[src/hdl/srad_params.svh]
// Constants for the serial register address decoder
`ifndef SRAD_PARAMS_SVH
`define SRAD_PARAMS_SVH

// Frame layout, LSB first on the wire
`define SRAD_FRAME_BITS 16
`define SRAD_ADDR_BITS 8
`define SRAD_ONE_BIT 0
`define SRAD_AUX_BIT 1
`define SRAD_CODE_LSB 2
`define SRAD_CODE_MSB 6
`define SRAD_OP_BIT 7
`define SRAD_DATA_LSB 8
`define SRAD_DATA_MSB 15

// Register counts
`define SRAD_NUM_CTRL 10
`define SRAD_NUM_STAT 5

// Register select codes, address bits 6 down to 2
`define SRAD_CODE_ACT_A 5'h00
`define SRAD_CODE_ACT_B 5'h10
`define SRAD_CODE_MODE_A 5'h18
`define SRAD_CODE_MODE_B 5'h04
`define SRAD_CODE_FREQ 5'h0C
`define SRAD_CODE_DUTY1 5'h1C
`define SRAD_CODE_DUTY2 5'h02
`define SRAD_CODE_DUTY3 5'h12
`define SRAD_CODE_CONFIG 5'h19
`define SRAD_CODE_OVP 5'h03
`define SRAD_CODE_RSVD_A 5'h13
`define SRAD_CODE_OLDN 5'h07
`define SRAD_CODE_RSVD_B 5'h17
`define SRAD_CODE_GSTAT1 5'h06
`define SRAD_CODE_OERR1 5'h16
`define SRAD_CODE_OERR2 5'h0E
`define SRAD_CODE_OERR4 5'h01
`define SRAD_CODE_OERR5 5'h11

// No-match indices for the control and status register banks
`define SRAD_IDX_NONE 4'hF
`define SRAD_SIDX_NONE 3'h7

// Reset values
`define SRAD_CTRL_RESET 8'h00
`define SRAD_STAT_RESET 8'h00

// Serial clock timing at the host end
`define SRAD_CLK_NS 10
`define SRAD_HALF_NS 50
`define SRAD_HALF_CYC ((`SRAD_HALF_NS + `SRAD_CLK_NS - 1) / `SRAD_CLK_NS)

`endif

[src/hdl/srad_pkg.sv]
// Types shared by both ends of the serial register link
`include "srad_params.svh"

package srad_pkg;

  typedef logic [7:0] srad_byte_t;
  typedef logic [4:0] srad_code_t;
  typedef srad_byte_t [`SRAD_NUM_CTRL-1:0] srad_ctrl_bank_t;
  typedef srad_byte_t [`SRAD_NUM_STAT-1:0] srad_stat_bank_t;
  typedef logic [`SRAD_FRAME_BITS-1:0] srad_frame_t;

  typedef enum logic [2:0] {
    SRAD_H_IDLE,
    SRAD_H_LEAD,
    SRAD_H_HIGH,
    SRAD_H_LOW,
    SRAD_H_TRAIL,
    SRAD_H_GAP
  } srad_host_state_t;

endpackage

[src/hdl/srad_if.sv]
// Serial link between bus master and register decoder
`timescale 1ns/1ps

interface srad_if;
  logic sclk;
  logic chip_sel_n;
  logic mosi;
  logic miso;

  modport device (
    input sclk,
    input chip_sel_n,
    input mosi,
    output miso
  );

  modport host (
    output sclk,
    output chip_sel_n,
    output mosi,
    input miso
  );
endinterface

[src/hdl/srad_shift.sv]
// LSB-first serial-in shift register
`timescale 1ns/1ps
`include "srad_params.svh"

module srad_shift #(
  parameter int WIDTH = `SRAD_FRAME_BITS
) (
  input wire logic ref_clk,
  input wire logic reset,
  input wire logic clear,
  input wire logic shift_en,
  input wire logic bit_in,
  output logic [WIDTH-1:0] data
);

  // First bit received ends in bit 0 after WIDTH shifts
  always_ff @(posedge ref_clk or posedge reset) begin
    if (reset) begin
      data <= '0;
    end else if (clear) begin
      data <= '0;
    end else if (shift_en) begin
      data <= {bit_in, data[WIDTH-1:1]};
    end
  end

endmodule

[src/hdl/srad_device_end.sv]
// Device end: frame decode, control and status register bank
`timescale 1ns/1ps
`include "srad_params.svh"

module srad_device_end (
  input wire logic ref_clk,
  input wire logic reset,
  srad_if.device link,
  input wire srad_pkg::srad_byte_t config_value,
  input wire srad_pkg::srad_stat_bank_t fault_set,
  output srad_pkg::srad_ctrl_bank_t ctrl_regs,
  output srad_pkg::srad_stat_bank_t stat_regs,
  output logic aux_flag,
  output logic write_done,
  output logic frame_error
);
  import srad_pkg::*;

  ////////////////////////////////////////////////////////////////////////////
  // Decode helpers

  function automatic logic [3:0] ctrl_index(input srad_code_t code);
    case (code)
      `SRAD_CODE_ACT_A: ctrl_index = 4'h0;
      `SRAD_CODE_ACT_B: ctrl_index = 4'h1;
      `SRAD_CODE_MODE_A: ctrl_index = 4'h2;
      `SRAD_CODE_MODE_B: ctrl_index = 4'h3;
      `SRAD_CODE_FREQ: ctrl_index = 4'h4;
      `SRAD_CODE_DUTY1: ctrl_index = 4'h5;
      `SRAD_CODE_DUTY2: ctrl_index = 4'h6;
      `SRAD_CODE_DUTY3: ctrl_index = 4'h7;
      `SRAD_CODE_OVP: ctrl_index = 4'h8;
      `SRAD_CODE_OLDN: ctrl_index = 4'h9;
      default: ctrl_index = `SRAD_IDX_NONE;
    endcase
  endfunction

  function automatic logic [2:0] stat_index(input srad_code_t code);
    case (code)
      `SRAD_CODE_GSTAT1: stat_index = 3'h0;
      `SRAD_CODE_OERR1: stat_index = 3'h1;
      `SRAD_CODE_OERR2: stat_index = 3'h2;
      `SRAD_CODE_OERR4: stat_index = 3'h3;
      `SRAD_CODE_OERR5: stat_index = 3'h4;
      default: stat_index = `SRAD_SIDX_NONE;
    endcase
  endfunction

  ////////////////////////////////////////////////////////////////////////////
  // Link edge detection

  logic sclk_prev_reg;
  logic csn_prev_reg;
  logic sclk_rise;
  logic sclk_fall;
  logic csn_fall;
  logic csn_rise;

  always_ff @(posedge ref_clk or posedge reset) begin
    if (reset) begin
      sclk_prev_reg <= 1'b0;
      csn_prev_reg <= 1'b1;
    end else begin
      sclk_prev_reg <= link.sclk;
      csn_prev_reg <= link.chip_sel_n;
    end
  end

  assign sclk_rise = link.sclk & ~sclk_prev_reg & ~link.chip_sel_n;
  assign sclk_fall = ~link.sclk & sclk_prev_reg & ~link.chip_sel_n;
  assign csn_fall = ~link.chip_sel_n & csn_prev_reg;
  assign csn_rise = link.chip_sel_n & ~csn_prev_reg;

  ////////////////////////////////////////////////////////////////////////////
  // Bit counter and receive shifter

  logic [4:0] bit_cnt_reg;
  srad_frame_t rx_data;
  logic shift_en;

  assign shift_en = sclk_rise && (bit_cnt_reg < 5'(`SRAD_FRAME_BITS));

  always_ff @(posedge ref_clk or posedge reset) begin
    if (reset) begin
      bit_cnt_reg <= 5'h00;
    end else if (csn_fall) begin
      bit_cnt_reg <= 5'h00;
    end else if (shift_en) begin
      bit_cnt_reg <= bit_cnt_reg + 5'h01;
    end
  end

  srad_shift #(
    .WIDTH(`SRAD_FRAME_BITS)
  ) u_rx (
    .ref_clk(ref_clk),
    .reset(reset),
    .clear(csn_fall),
    .shift_en(shift_en),
    .bit_in(link.mosi),
    .data(rx_data)
  );

  ////////////////////////////////////////////////////////////////////////////
  // Frame decode

  srad_byte_t addr_byte;
  srad_byte_t data_byte;
  srad_code_t code;
  logic op_high;
  logic frame_done;
  logic [3:0] wr_idx;
  logic [2:0] st_idx;

  // Address byte arrives first, data byte second
  assign addr_byte = rx_data[`SRAD_ADDR_BITS-1:0];
  assign data_byte = rx_data[`SRAD_DATA_MSB:`SRAD_DATA_LSB];
  assign code = addr_byte[`SRAD_CODE_MSB:`SRAD_CODE_LSB];
  assign op_high = addr_byte[`SRAD_OP_BIT];
  assign wr_idx = ctrl_index(code);
  assign st_idx = stat_index(code);

  // Full frame with marker bit set
  assign frame_done = csn_rise
    && (bit_cnt_reg == 5'(`SRAD_FRAME_BITS))
    && addr_byte[`SRAD_ONE_BIT];

  always_ff @(posedge ref_clk or posedge reset) begin
    if (reset) begin
      aux_flag <= 1'b0;
      frame_error <= 1'b0;
    end else begin
      // Ignored writes leave the flag alone too
      if (frame_done && !(op_high && (wr_idx == `SRAD_IDX_NONE)
          && (st_idx == `SRAD_SIDX_NONE))) begin
        aux_flag <= addr_byte[`SRAD_AUX_BIT];
      end
      frame_error <= csn_rise && !frame_done && (bit_cnt_reg != 5'h00);
    end
  end

  ////////////////////////////////////////////////////////////////////////////
  // Control registers

  always_ff @(posedge ref_clk or posedge reset) begin
    if (reset) begin
      ctrl_regs <= {`SRAD_NUM_CTRL{`SRAD_CTRL_RESET}};
      write_done <= 1'b0;
    end else begin
      // Config and reserved codes map to no index
      write_done <= frame_done && op_high && (wr_idx != `SRAD_IDX_NONE);
      for (int i = 0; i < `SRAD_NUM_CTRL; i++) begin
        if (frame_done && op_high && (wr_idx == 4'(i))) begin
          ctrl_regs[i] <= data_byte;
        end
      end
    end
  end

  ////////////////////////////////////////////////////////////////////////////
  // Status registers, sticky with guarded clear

  logic [`SRAD_NUM_STAT-1:0] late_fault_reg;

  always_ff @(posedge ref_clk or posedge reset) begin
    if (reset) begin
      late_fault_reg <= '0;
    end else if (csn_fall) begin
      late_fault_reg <= '0;
    end else if (!link.chip_sel_n && (bit_cnt_reg >= 5'h08)) begin
      for (int k = 0; k < `SRAD_NUM_STAT; k++) begin
        late_fault_reg[k] <= late_fault_reg[k] | (|fault_set[k]);
      end
    end
  end

  always_ff @(posedge ref_clk or posedge reset) begin
    if (reset) begin
      stat_regs <= {`SRAD_NUM_STAT{`SRAD_STAT_RESET}};
    end else begin
      for (int k = 0; k < `SRAD_NUM_STAT; k++) begin
        // New event wins over a clear in the same cycle
        if (frame_done && op_high && (st_idx == 3'(k))
            && !late_fault_reg[k]) begin
          stat_regs[k] <= fault_set[k];
        end else begin
          stat_regs[k] <= stat_regs[k] | fault_set[k];
        end
      end
    end
  end

  ////////////////////////////////////////////////////////////////////////////
  // Read data selection

  srad_byte_t rd_byte;
  srad_byte_t cur_addr;
  srad_code_t cur_code;
  logic [3:0] rd_cidx;
  logic [2:0] rd_sidx;

  // At bit eight the address sits in the upper half of the shifter
  assign cur_addr = rx_data[`SRAD_DATA_MSB:`SRAD_DATA_LSB];
  assign cur_code = cur_addr[`SRAD_CODE_MSB:`SRAD_CODE_LSB];
  assign rd_cidx = ctrl_index(cur_code);
  assign rd_sidx = stat_index(cur_code);

  always_comb begin
    rd_byte = 8'h00;
    if (cur_code == `SRAD_CODE_CONFIG) begin
      rd_byte = config_value;
    end else if (rd_cidx != `SRAD_IDX_NONE) begin
      rd_byte = ctrl_regs[rd_cidx];
    end else if (rd_sidx != `SRAD_SIDX_NONE) begin
      rd_byte = stat_regs[rd_sidx];
    end
  end

  ////////////////////////////////////////////////////////////////////////////
  // Response shifting, global status then data byte

  srad_byte_t gstat_hold_reg;
  srad_byte_t data_hold_reg;
  logic miso_reg;

  always_ff @(posedge ref_clk or posedge reset) begin
    if (reset) begin
      gstat_hold_reg <= 8'h00;
      data_hold_reg <= 8'h00;
      miso_reg <= 1'b0;
    end else if (csn_fall) begin
      gstat_hold_reg <= stat_regs[0];
      miso_reg <= stat_regs[0][0];
    end else if (link.chip_sel_n) begin
      miso_reg <= 1'b0;
    end else if (sclk_fall) begin
      if (bit_cnt_reg < 5'h08) begin
        miso_reg <= gstat_hold_reg[bit_cnt_reg[2:0]];
      end else if (bit_cnt_reg == 5'h08) begin
        data_hold_reg <= rd_byte;
        miso_reg <= rd_byte[0];
      end else if (bit_cnt_reg < 5'(`SRAD_FRAME_BITS)) begin
        miso_reg <= data_hold_reg[bit_cnt_reg[2:0]];
      end
    end
  end

  assign link.miso = miso_reg;

endmodule

[src/flat_wrapper.sv]
// flat-port wrapper written by rule: the top's interface ports become plain ports
module srad_device_end_flat import srad_pkg::*;
  (ref_clk, reset, config_value, fault_set, ctrl_regs, stat_regs, aux_flag, write_done, frame_error, link_sclk, link_chip_sel_n, link_mosi, link_miso);
  srad_if link_i ();
  input wire logic ref_clk;
  input wire logic reset;
  input wire srad_pkg::srad_byte_t config_value;
  input wire srad_pkg::srad_stat_bank_t fault_set;
  output srad_pkg::srad_ctrl_bank_t ctrl_regs;
  output srad_pkg::srad_stat_bank_t stat_regs;
  output logic aux_flag;
  output logic write_done;
  output logic frame_error;
  input wire logic [$bits(link_i.sclk)-1:0] link_sclk;
  input wire logic [$bits(link_i.chip_sel_n)-1:0] link_chip_sel_n;
  input wire logic [$bits(link_i.mosi)-1:0] link_mosi;
  output wire logic [$bits(link_i.miso)-1:0] link_miso;
  assign link_i.sclk = link_sclk;
  assign link_i.chip_sel_n = link_chip_sel_n;
  assign link_i.mosi = link_mosi;
  assign link_miso = link_i.miso;
  srad_device_end u_core (.ref_clk(ref_clk), .reset(reset), .link(link_i), .config_value(config_value), .fault_set(fault_set), .ctrl_regs(ctrl_regs), .stat_regs(stat_regs), .aux_flag(aux_flag), .write_done(write_done), .frame_error(frame_error));
endmodule
[config.mk]
export PLATFORM = sky130hd
export DESIGN_NAME = srad_device_end_flat
export DESIGN_NICKNAME = d
export VERILOG_FILES = /design/src/hdl/srad_pkg.sv /design/src/hdl/srad_if.sv /design/src/hdl/srad_shift.sv /design/src/hdl/srad_device_end.sv /design/src/flat_wrapper.sv
export VERILOG_INCLUDE_DIRS = /design/src /design/src/hdl
export SDC_FILE = /design/constraint.sdc
export NUM_CORES = 1
export LEC_CHECK = 0
export ABC_CLOCK_PERIOD_IN_PS = 9000
export BUFFER_PORTS_ARGS = -buffer_cell sky130_fd_sc_hd__buf_2
export CAP_MARGIN = 10
export CELL_PAD_IN_SITES_DETAIL_PLACEMENT = 0
export CELL_PAD_IN_SITES_GLOBAL_PLACEMENT = 1
export CORE_MARGIN = 2
export CORE_UTILIZATION = 35
export DETAILED_ROUTE_END_ITERATION = 12
export PLACE_DENSITY = 0.73
export SYNTH_ARGS = -nofsm -noshare
export SYNTH_HDL_FRONTEND = slang
export SYNTH_HIERARCHICAL = 1
export SYNTH_SLANG_ARGS = --single-unit
[constraint.sdc]
create_clock -name ref_clk -period 9 [get_ports ref_clk]
set_input_delay 0.45 -clock ref_clk [delete_from_list [all_inputs] [get_ports ref_clk]]
set_output_delay 0.45 -clock ref_clk [all_outputs]
set_load 0.01 [all_outputs]
==> results.md, run 1 <==
* Vias in the first global route at 6518
* Yosys top cell area share at 49.7%
* Highest metal used: met5
* Sequential area share after synthesis at 50.0%
* Dpl cell area at 9520 µm²
* Post_cts resized at 0
* Largest cells by area after synthesis: dfrtp_1 (50%), mux2_2 (11%), mux2i_1 (6.7%), a21o_1 (3.7%), nand2_1 (3.3%)
* Commonest cells after routing, fill and taps aside: buf_2 (176), dfrtp_1 (167), mux2_2 (83)
* Core Region at 23500 µm²
* Critical Path End Type: flop
* Initial DRT Pass Iterations at 5
* Final setup fails at 0
* Worst hold path type: input pin to asynchronous set/reset pin
* Crit path arrival time at 3.55 ns
* Comb power frac at 4.5%
* Iter 0 DRT Violations at 460
* CTS tree: done
* Pre-CTS WS at 5.72 ns
* CP required at 9.26 ns
* First-pass GRT wire length at 38.2 mm
* CTS H-tree depth at 4
* Status: completed
* DRC violations left at 0
* Initial core utilization at 35.7%
* Wire per inst at 20.2 µm
* Final min period at 3.29 ns
* Leakage at 4.80 nW
* Power Dens Cells at 159 nW/µm²
* P&R area growth vs syn at 20.4%
* Clk root buf: clkbuf_16
* Pwr Total at 1.61 mW
* Sequential power share at 47.8%
* Final setup margin at 5.71 ns
* # IOs at 177
* Worst r2r dst: u_core/data_hold_reg[0]
* Minimum hold slack at 0.140 ns
* Cts hold-fix bufs at 0
* Die area at 25300 µm²
* Post-CTS Setup Bufs at 0
* Clk network pwr share at 47.7%
* Main synth FF type: dfrtp_1
* Num CTS Buffers at 17
* Total number of vias at 6512
* Share of cells above drive strength 1 at 35.2%
* R2R cell count at 10
* Final Max Tran Viols at 0
* Sw power at 0.393 mW
* # clock sinks at 168
* Max Fclk at 304 MHz
* Port bufs at 176
* Reg-to-reg startpoint: u_core/u_rx/data[11]
* Row count at 56
* Max_cap viols at 0
* Final HPWL DP at 18.3 mm
* Final instance area at 10100 µm²
* R2r setup slk at 5.71 ns
* Switch share at 24.5%
* FFs w/ async S/R, synth at 100%
* Int Pwr at 1.21 mW
* Max clock buf depth at 2
* Netlist cell types at 67
* Most area-hungry cell type in the Yosys netlist: dfrtp_1
* Leading cell type in the layout, fill and taps excluded: buf_2
* DIE WIDTH at 159 µm
* Final #Nets at 972
* Largest registers: u_core/ctrl_regs (80), u_core/stat_regs (40), u_core/u_rx/data (16)
* GRT Util Overall at 19.5%
* Slew at the pin with the worst max-slew slack at 1.04 ns
* Number of register bits inferred by synthesis at 168
* Post-synthesis cell count at 753
* Setup crit start kind: flop
* Cell area after synthesis at 8420 µm²
* Overflow after GRT at 0
* Drt via density at 5.25
* Worst slew margin at 30.4%
* Routed WL at 25.1 mm
* Clk_lat worst skew at 0.43 ns
* Synth Area per Inst at 11.2 µm²
* Yosys warning count at 6
* Worst Path Class, Setup: flop to flop
* Post-route ant nets at 0
* Met3 Routed Length at 923 µm
* Final GP Congestion at 0.824
* Die Y-Extent at 159 µm
* Max reg flops at 80
* Worst-path fanout max at 14
* RSZ-0062 raised after global routing: false
* Met2 Wirelength at 12.4 mm
* Largest net degree at the start of global routing at 86
* CTS clk-pin slew, worst paths at 0.07 ns
* Period utilization at 36.6%
* Hold Vio Cnt, Final at 0
* Worst Skew at 0.0127 ns
* Largest Register: u_core/ctrl_regs
* Initial antenna violation count at 1
* Post-synth EDFFs at 0
* Diode count at 0
* Met1 wire length at 11.5 mm
* Syn nets at 817
* Fin Setup TNS at 0 ns
* Peak supply drop at 93.7 µV
power by group through the flow:
stage	sequential, mW	combinational [mW]	clock (mW)
after floorplan	0.775	0.0504	0
final	0.768	0.0722	0.767
after global placement	0.782	0.0732	0
after CTS	0.767	0.0743	0.783
after global routing	0.768	0.0809	0.815
after detailed placement	0.782	0.0739	0
layout make-up:
type / count / area, µm²
clock buffers: 18 / 439
clock inverters: 14 / 175
fillers: 2336 / 13400
inverters: 12 / 50.0
multi-input cells: 527 / 3940
flip-flops and latches: 168 / 4210
well taps: 319 / 399
repair buffers: 182 / 926
cell families (layout without fill, tap and decap cells):
family | Yosys count | count (layout) | synth area share, %
fa+ha+maj | 11 | 11 | 1.64
compound gates | 134 | 134 | 11.0
mux | 152 | 152 | 20.0
flops | 168 | 168 | 50.0
buf+inv | 58 | 226 | 3.33
simple gates | 226 | 226 | 13.6
xor+xnor | 4 | 4 | 0.416
metal layers:
metal  GRT usage, %  vias to the layer above
met1           27.0                     3317
met3           3.36                       23
li1               -                     3013
met5              0                        -
met4           5.12                        2
met2           31.7                      157
worst max path at each step:
stage	end	slack, ns	start	cells past startpoint
final	u_core/data_hold_reg[0]	5.71	u_core/u_rx/data[11]	10
after global routing	u_core/data_hold_reg[4]	5.43	u_core/u_rx/data[10]	8
after CTS	u_core/data_hold_reg[4]	5.71	u_core/u_rx/data[10]	8
after detailed placement	u_core/data_hold_reg[4]	5.72	u_core/u_rx/data[10]	8
after global placement	u_core/link.miso	5.46	u_core/u_rx/data[11]	9
after floorplan	u_core/aux_flag	4.46	reset	1
Yosys cell counts (11+ instances only):
library cell / number
a31oi_1: 17
ha_1: 11
a21oi_1: 20
a21o_1: 42
nor3_1: 11
mux2i_1: 56
mux2_2: 83
buf_2: 16
inv_1: 12
clkbuf_1: 21
dfrtp_1: 167
nor2_1: 66
o21ai_0: 25
nand2_1: 73
worst max-delay path, stage by stage, from the launching register on:
cell and delay, ns:
dfrtp_1 0.64, inv_1 0.19, ha_1 0.27, nor4bb_1 0.15, buf_4 0.23, a31oi_1 0.57
buf_4 0.29, mux2i_1 0.27, o221ai_1 0.20, nand4_1 0.17, a41oi_1 0.14
per-stage QoR:
stage	cells	utilization, %
detailed placement	1208	40.4
global placement	1207	40.4
floorplan	753	-
finish	1240	43.0
CTS	1240	43.0
global route	1240	43.0
(Power assumes the default switching activity.)
==> inputs of run 2 (changes only) <==
ABC_CLOCK_PERIOD_IN_PS = 3000   (was 9000)
PLACE_DENSITY = 0.76   (was 0.73)
clock period = 3 ns   (was 9 ns; I/O delays follow)
==> results.md, run 2 (same netlist as run 1, synthesis figures left out) <==
* Final setup fails at 0 (unchanged)
* DRC violations left at 0 (unchanged)
* Worst Skew at 0.0127 ns (+0.0000542 ns)
* Num CTS Buffers at 17 (unchanged)
* Commonest cells after routing, fill and taps aside: buf_2 (176), dfrtp_1 (167), mux2_2 (83)
* Overflow after GRT at 0 (unchanged)
* Worst r2r dst: u_core/ctrl_regs[42]
* Core Region at 23500 µm² (unchanged)
* Worst hold path type: input pin to flop
* Post-route ant nets at 0 (unchanged)
* Max incr delay on CP at 0.42 ns (-0.22 ns)
* First-pass GRT wire length at 40.4 mm (+6.0%)
* Crit path arrival time at 3.11 ns (-0.44 ns)
* Setup crit start kind: flop
* Final #Nets at 1051 (+8.1%)
* Multi-input gate area at 3940 µm² (unchanged)
* CTS clk-pin slew, worst paths at 0.06 ns (about the same)
* Worst path slowest cell: dfrtp_1
* Max Fclk at 356 MHz (+17%)
* Sequential Area at 4210 µm² (unchanged)
* Sequential power share at 47.3% (-0.5 points)
* Hold Vio Cnt, Final at 0 (unchanged)
* Clk root buf: clkbuf_16
* Critical Path End: u_core/ctrl_regs[42]
* Worst Path Class, Setup: flop to flop
* R2r setup slk at 0.19 ns (-5.52 ns)
* CTS tree: done
* Port bufs at 176 (unchanged)
* Initial DRT Pass Iterations at 5 (unchanged)
* Reg-to-reg startpoint: u_core/u_rx/data[2]
* R2R cell count at 9 (-1)
* Largest net degree at the start of global routing at 87 (+1.2%)
* Leakage at 5.15 nW (+7.4%)
* GRT Util Overall at 20.5% (+1.0 points)
* Clk_lat worst skew at 0.43 ns (about the same)
* Layout fillers at 2244 (-3.9%)
* Period utilization at 93.6% (+57 points)
* Initial core utilization at 35.7% (unchanged)
* Critical Path End Type: flop
* Share of cells above drive strength 1 at 35.7% (+0.56 points)
* CP Cell Sequence: inv_1 -> ha_1 -> nor2b_1 -> o41ai_4 -> buf_4 -> nor2_1 -> a311o_4 -> nor2b_2 -> mux2_1
* Final instance area at 10900 µm² (+7.2%)
* Largest registers: u_core/ctrl_regs (80), u_core/stat_regs (40), u_core/u_rx/data (16)
* Final GP Congestion at 0.854 (+3.8%)
* Worst-path fanout max at 8 (-6)
* Row count at 56 (unchanged)
* Die Y-Extent at 159 µm (unchanged)
* Iter 0 DRT Violations at 598 (+30%)
* DIE WIDTH at 159 µm (unchanged)
* Final Max Tran Viols at 0 (unchanged)
* Die area at 25300 µm² (unchanged)
* CP required at 3.31 ns (-5.95 ns)
* Leading cell type in the layout, fill and taps excluded: buf_2
* CTS H-tree depth at 4 (unchanged)
* Final HPWL DP at 19.1 mm (+4.4%)
* Status: completed
* Max reg flops at 80 (unchanged)
* # IOs at 177 (unchanged)
* Clk network pwr share at 46.2% (-1.5 points)
* RSZ-0062 raised after global routing: false
* Peak supply drop at 350 µV (+270%)
* Wire per inst at 19.8 µm (-1.9%)
* Max_cap viols at 0 (unchanged)
* Worst slew margin at 43.1% (+13 points)
* Drt via density at 5.25 (about the same)
* Final min period at 2.81 ns (-0.483 ns)
* P&R area growth vs syn at 29.0%
* Largest Register: u_core/ctrl_regs
* Sw power at 1.11 mW (+180%)
* Comb power frac at 6.5% (+2.0 points)
* Power Dens Cells at 445 nW/µm² (+180%)
* Vias in the first global route at 6974 (+7.0%)
* Int Pwr at 3.73 mW (+210%)
* # clock sinks at 168 (unchanged)
* CP Launch Point: u_core/u_rx/data[2]
* Switch share at 22.9% (-1.6 points)
* Slew at the pin with the worst max-slew slack at 0.853 ns (-0.185 ns)
* Fin Setup TNS at 0 ns (unchanged)
* Dpl cell area at 9820 µm² (+3.1%)
* Max clock buf depth at 2 (unchanged)
* Post-CTS Setup Bufs at 0 (unchanged)
* Total number of vias at 6929 (+6.4%)
* Routed WL at 26.2 mm (+4.3%)
* Initial antenna violation count at 1 (unchanged)
run 2: cell types whose count changed in the layout (fill, tap and decap cells not counted), sizes merged:
cell,change
dlygate4sd3,+44
inv,-8
clkbuf,+4
buf,+35
diode,+1
clkinv,+1
clkinvlp,+2
run 2: worst min-delay path by stage:
stage	start	to	depth (start not counted)
after floorplan	reset	u_core/u_rx/data[0]	1
after global placement	reset	u_core/u_rx/data[11]	2
after detailed placement	reset	u_core/u_rx/data[11]	2
after CTS	config_value[0]	u_core/data_hold_reg[0]	3
after global routing	config_value[0]	u_core/data_hold_reg[0]	3
final	config_value[0]	u_core/data_hold_reg[0]	3
run 2: critical path, delay by kind of cell, from the launching register on:
family / cells / cell delay [ns]
buffers and inverters: 2 / 0.30
AND/OR/NAND/NOR: 3 / 0.60
adder cells (fa/ha/maj): 1 / 0.32
flip-flops: 1 / 0.42
AO/OA/AOI/OAI: 2 / 0.65
multiplexers: 1 / 0.38
run 2: area by class of cell:
type,count,share of cell area (%)
well taps,319,3.68
clock buffers,22,4.46
clock inverters,9,1.05
repair buffers,261,15.3
diodes,1,0.0230
multi-input cells,527,36.3
inverters,12,0.449
flip-flops and latches,168,38.7
run 2: power groups by stage:
stage                     Combinational, mW  Sequential [mW]  Clock [mW]
final                                 0.314             2.29        2.23
after floorplan                       0.152             2.32           0
after detailed placement              0.267             2.33           0
after global routing                  0.343             2.29        2.35
after CTS                             0.313             2.29        2.27
after global placement                0.269             2.33           0
run 2: stage by stage:
step | total power [mW] | worst slack [ns] | hold WS [ns] | util (%) | std cells
after CTS | 4.87 | 0.184 | 0.0525 | 46.1 | 1318
after detailed placement | 2.60 | 0.227 | 0.310 | 41.7 | 1243
final | 4.84 | 0.192 | 0.0635 | 46.1 | 1319
after global placement | 2.60 | 0.228 | 0.299 | 41.7 | 1243
after global routing | 4.98 | 0.0422 | 0.0865 | 46.1 | 1319
after floorplan | 2.48 | 0.423 | 0.0637 | - | 753
run 2: timing repair:
item	4_1_cts	5_1_grt
resized for setup	0	0
endpoints found under the hold margin	144	0
hold buffers	44	0
run 2: metal layers:
metal	GRT usage [%]	wire, µm	vias up
li1	-	-	3175
met1	27.9	11700	3516
met2	33.5	12700	201
met3	3.75	1160	37
met4	6.20	533	0
met5	0	0	-
==> inputs of run 3 (changes only) <==
CORE_MARGIN = default   (was 2)
==> results.md, run 3 (same netlist as run 1, synthesis figures left out) <==
* Die area at 24700 µm² (-2.5%)
* Cts hold-fix bufs at 44 (unchanged)
* Largest registers: u_core/ctrl_regs (80), u_core/stat_regs (40), u_core/u_rx/data (16)
* Leakage at 5.17 nW (+0.32%)
* Placed cell count at 1245 (+0.16%)
* Peak supply drop at 378 µV (+8.0%)
* Clk root buf: clkbuf_16
* GRT Util Overall at 21.7% (+1.2 points)
* Fin Setup TNS at 0 ns (unchanged)
* Wire per inst at 19.9 µm (+0.38%)
* Layout fillers at 2276 (+1.4%)
* Multi-input gate area at 3940 µm² (unchanged)
* Post-route ant nets at 0 (unchanged)
* Worst hold path type: input pin to flop
* Fin util at 46.3% (+0.15 points)
* Leading cell type in the layout, fill and taps excluded: buf_2
* Minimum hold slack at 0.0795 ns (+0.0159 ns)
* Initial antenna violation count at 2 (+1)
* CP required at 3.31 ns (about the same)
* CTS clk-pin slew, worst paths at 0.07 ns (about the same)
* Critical Path End Type: flop
* RSZ-0062 raised after global routing: false
* Final GP Congestion at 0.856 (+0.13%)
* Routed WL at 26.3 mm (+0.68%)
* Power Dens Cells at 450 nW/µm² (+0.92%)
* Slew at the pin with the worst max-slew slack at 0.748 ns (-0.105 ns)
* Post_cts resized at 0 (unchanged)
* Final min period at 2.83 ns (+0.0195 ns)
* Final #Nets at 1053 (+0.19%)
* Initial core utilization at 35.7% (unchanged)
* Period utilization at 94.3% (+0.65 points)
* Status: completed
* Clk_lat worst skew at 0.43 ns (about the same)
* Worst Skew at 0.0100 ns (-0.00269 ns)
* Final setup fails at 0 (unchanged)
* Worst slew margin at 50.0% (+6.9 points)
* Max Fclk at 354 MHz (-0.69%)
* Largest net degree at the start of global routing at 52 (-40%)
* Worst Path Class, Setup: flop to flop
* Max reg flops at 80 (unchanged)
* First-pass GRT wire length at 39.8 mm (-1.6%)
* Core Region at 23500 µm² (unchanged)
* Share of cells above drive strength 1 at 35.7% (about the same)
* CTS tree: done
* Sequential Area at 4210 µm² (unchanged)
* Iter 0 DRT Violations at 525 (-12%)
* # IOs at 177 (unchanged)
* Die Y-Extent at 157 µm (-1.3%)
* Crit path arrival time at 3.14 ns (+0.03 ns)
* DRC violations left at 0 (unchanged)
* P&R area growth vs syn at 29.5%
* Final HPWL DP at 19.2 mm (+0.53%)
* Port bufs at 176 (unchanged)
* Pwr Total at 4.90 mW (+1.2%)
* Drt via density at 5.25 (-0.14%)
* DIE WIDTH at 157 µm (-1.3%)
* Total number of vias at 6940 (+0.16%)
* Largest Register: u_core/ctrl_regs
* Fin cells at 1323 (+0.30%)
* # clock sinks at 168 (unchanged)
* Overflow after GRT at 0 (unchanged)
* CTS H-tree depth at 4 (unchanged)
* Final Max Tran Viols at 0 (unchanged)
* Initial DRT Pass Iterations at 5 (unchanged)
* Vias in the first global route at 6879 (-1.4%)
* Post-CTS Setup Bufs at 0 (unchanged)
* Max clock buf depth at 2 (unchanged)
* Max_cap viols at 0 (unchanged)
* Commonest cells after routing, fill and taps aside: buf_2 (176), dfrtp_1 (167), mux2_2 (83)
* Worst-path fanout max at 8 (unchanged)
* Row count at 56 (unchanged)
* Num CTS Buffers at 17 (unchanged)
* Setup crit start kind: flop
* Hold Vio Cnt, Final at 0 (unchanged)
## run 3: cell types whose count changed in the layout (fill, tap and decap cells not counted), sizes merged
| cell | delta |
|---|---|
| diode | +1 |
| buf | +2 |
| bufinv | +1 |
| clkbuf | -2 |
| clkinv | +1 |
| clkinvlp | -2 |
| inv | +3 |
## run 3: path summary, 6_finish.rpt
check | startpoint | end | slack (ns) | depth (start not counted)
hold / removal | config_value[0] | u_core/data_hold_reg[0] | 0.08 | 3
setup / recovery | u_core/u_rx/data[2] | u_core/ctrl_regs[44] | 0.17 | 9
hold reg to reg | u_core/late_fault_reg[3] | u_core/late_fault_reg[3] | 0.50 | 2
min in group asynchronous | reset | u_core/u_rx/data[7] | 0.38 | 3
setup reg to reg | u_core/u_rx/data[2] | u_core/ctrl_regs[44] | 0.17 | 9
max in group asynchronous | reset | u_core/stat_regs[16] | 1.79 | 4
## run 3: worst max-delay path: stages (launching register included)
cell and delay, ns:
dfrtp_1 0.43, inv_1 0.11, ha_1 0.31, nor2b_1 0.16, o41ai_4 0.26, buf_4 0.20
nor2_1 0.05, a311o_4 0.40, nor2b_2 0.43, mux2_1 0.37
## run 3: routing by layer
metal | global-route usage (%) | routed length, µm | up-vias
met5 | 0 | 0 | -
met4 | 10.4 | 885 | 0
met3 | 3.85 | 1480 | 51
met2 | 33.1 | 12300 | 243
met1 | 29.7 | 11700 | 3474
li1 | - | - | 3172
## run 3: through the flow
step | instance area [µm²] | setup slack [ns]
finish | 10900 | 0.172
global route | 10900 | 0.0240
CTS | 10900 | 0.185
detailed placement | 9850 | 0.187
global placement | 9850 | 0.273
floorplan | 8420 | 0.423
## run 3: where the power goes
part,leakage (nW),switching [mW],internal (mW)
clock network,0.292,0.957,1.33
logic,2.79,0.180,0.142
registers,2.09,0.0153,2.27
## run 3: layout make-up
cell class | instances | share of cell area [%]
Sequential cell | 168 | 38.6
Multi-Input combinational cell | 527 | 36.2
Timing Repair Buffer | 263 | 15.6
Clock buffer | 20 | 4.01
Tap cell | 319 | 3.66
Clock inverter | 12 | 1.53
Inverter | 12 | 0.448
Antenna cell | 2 | 0.0459
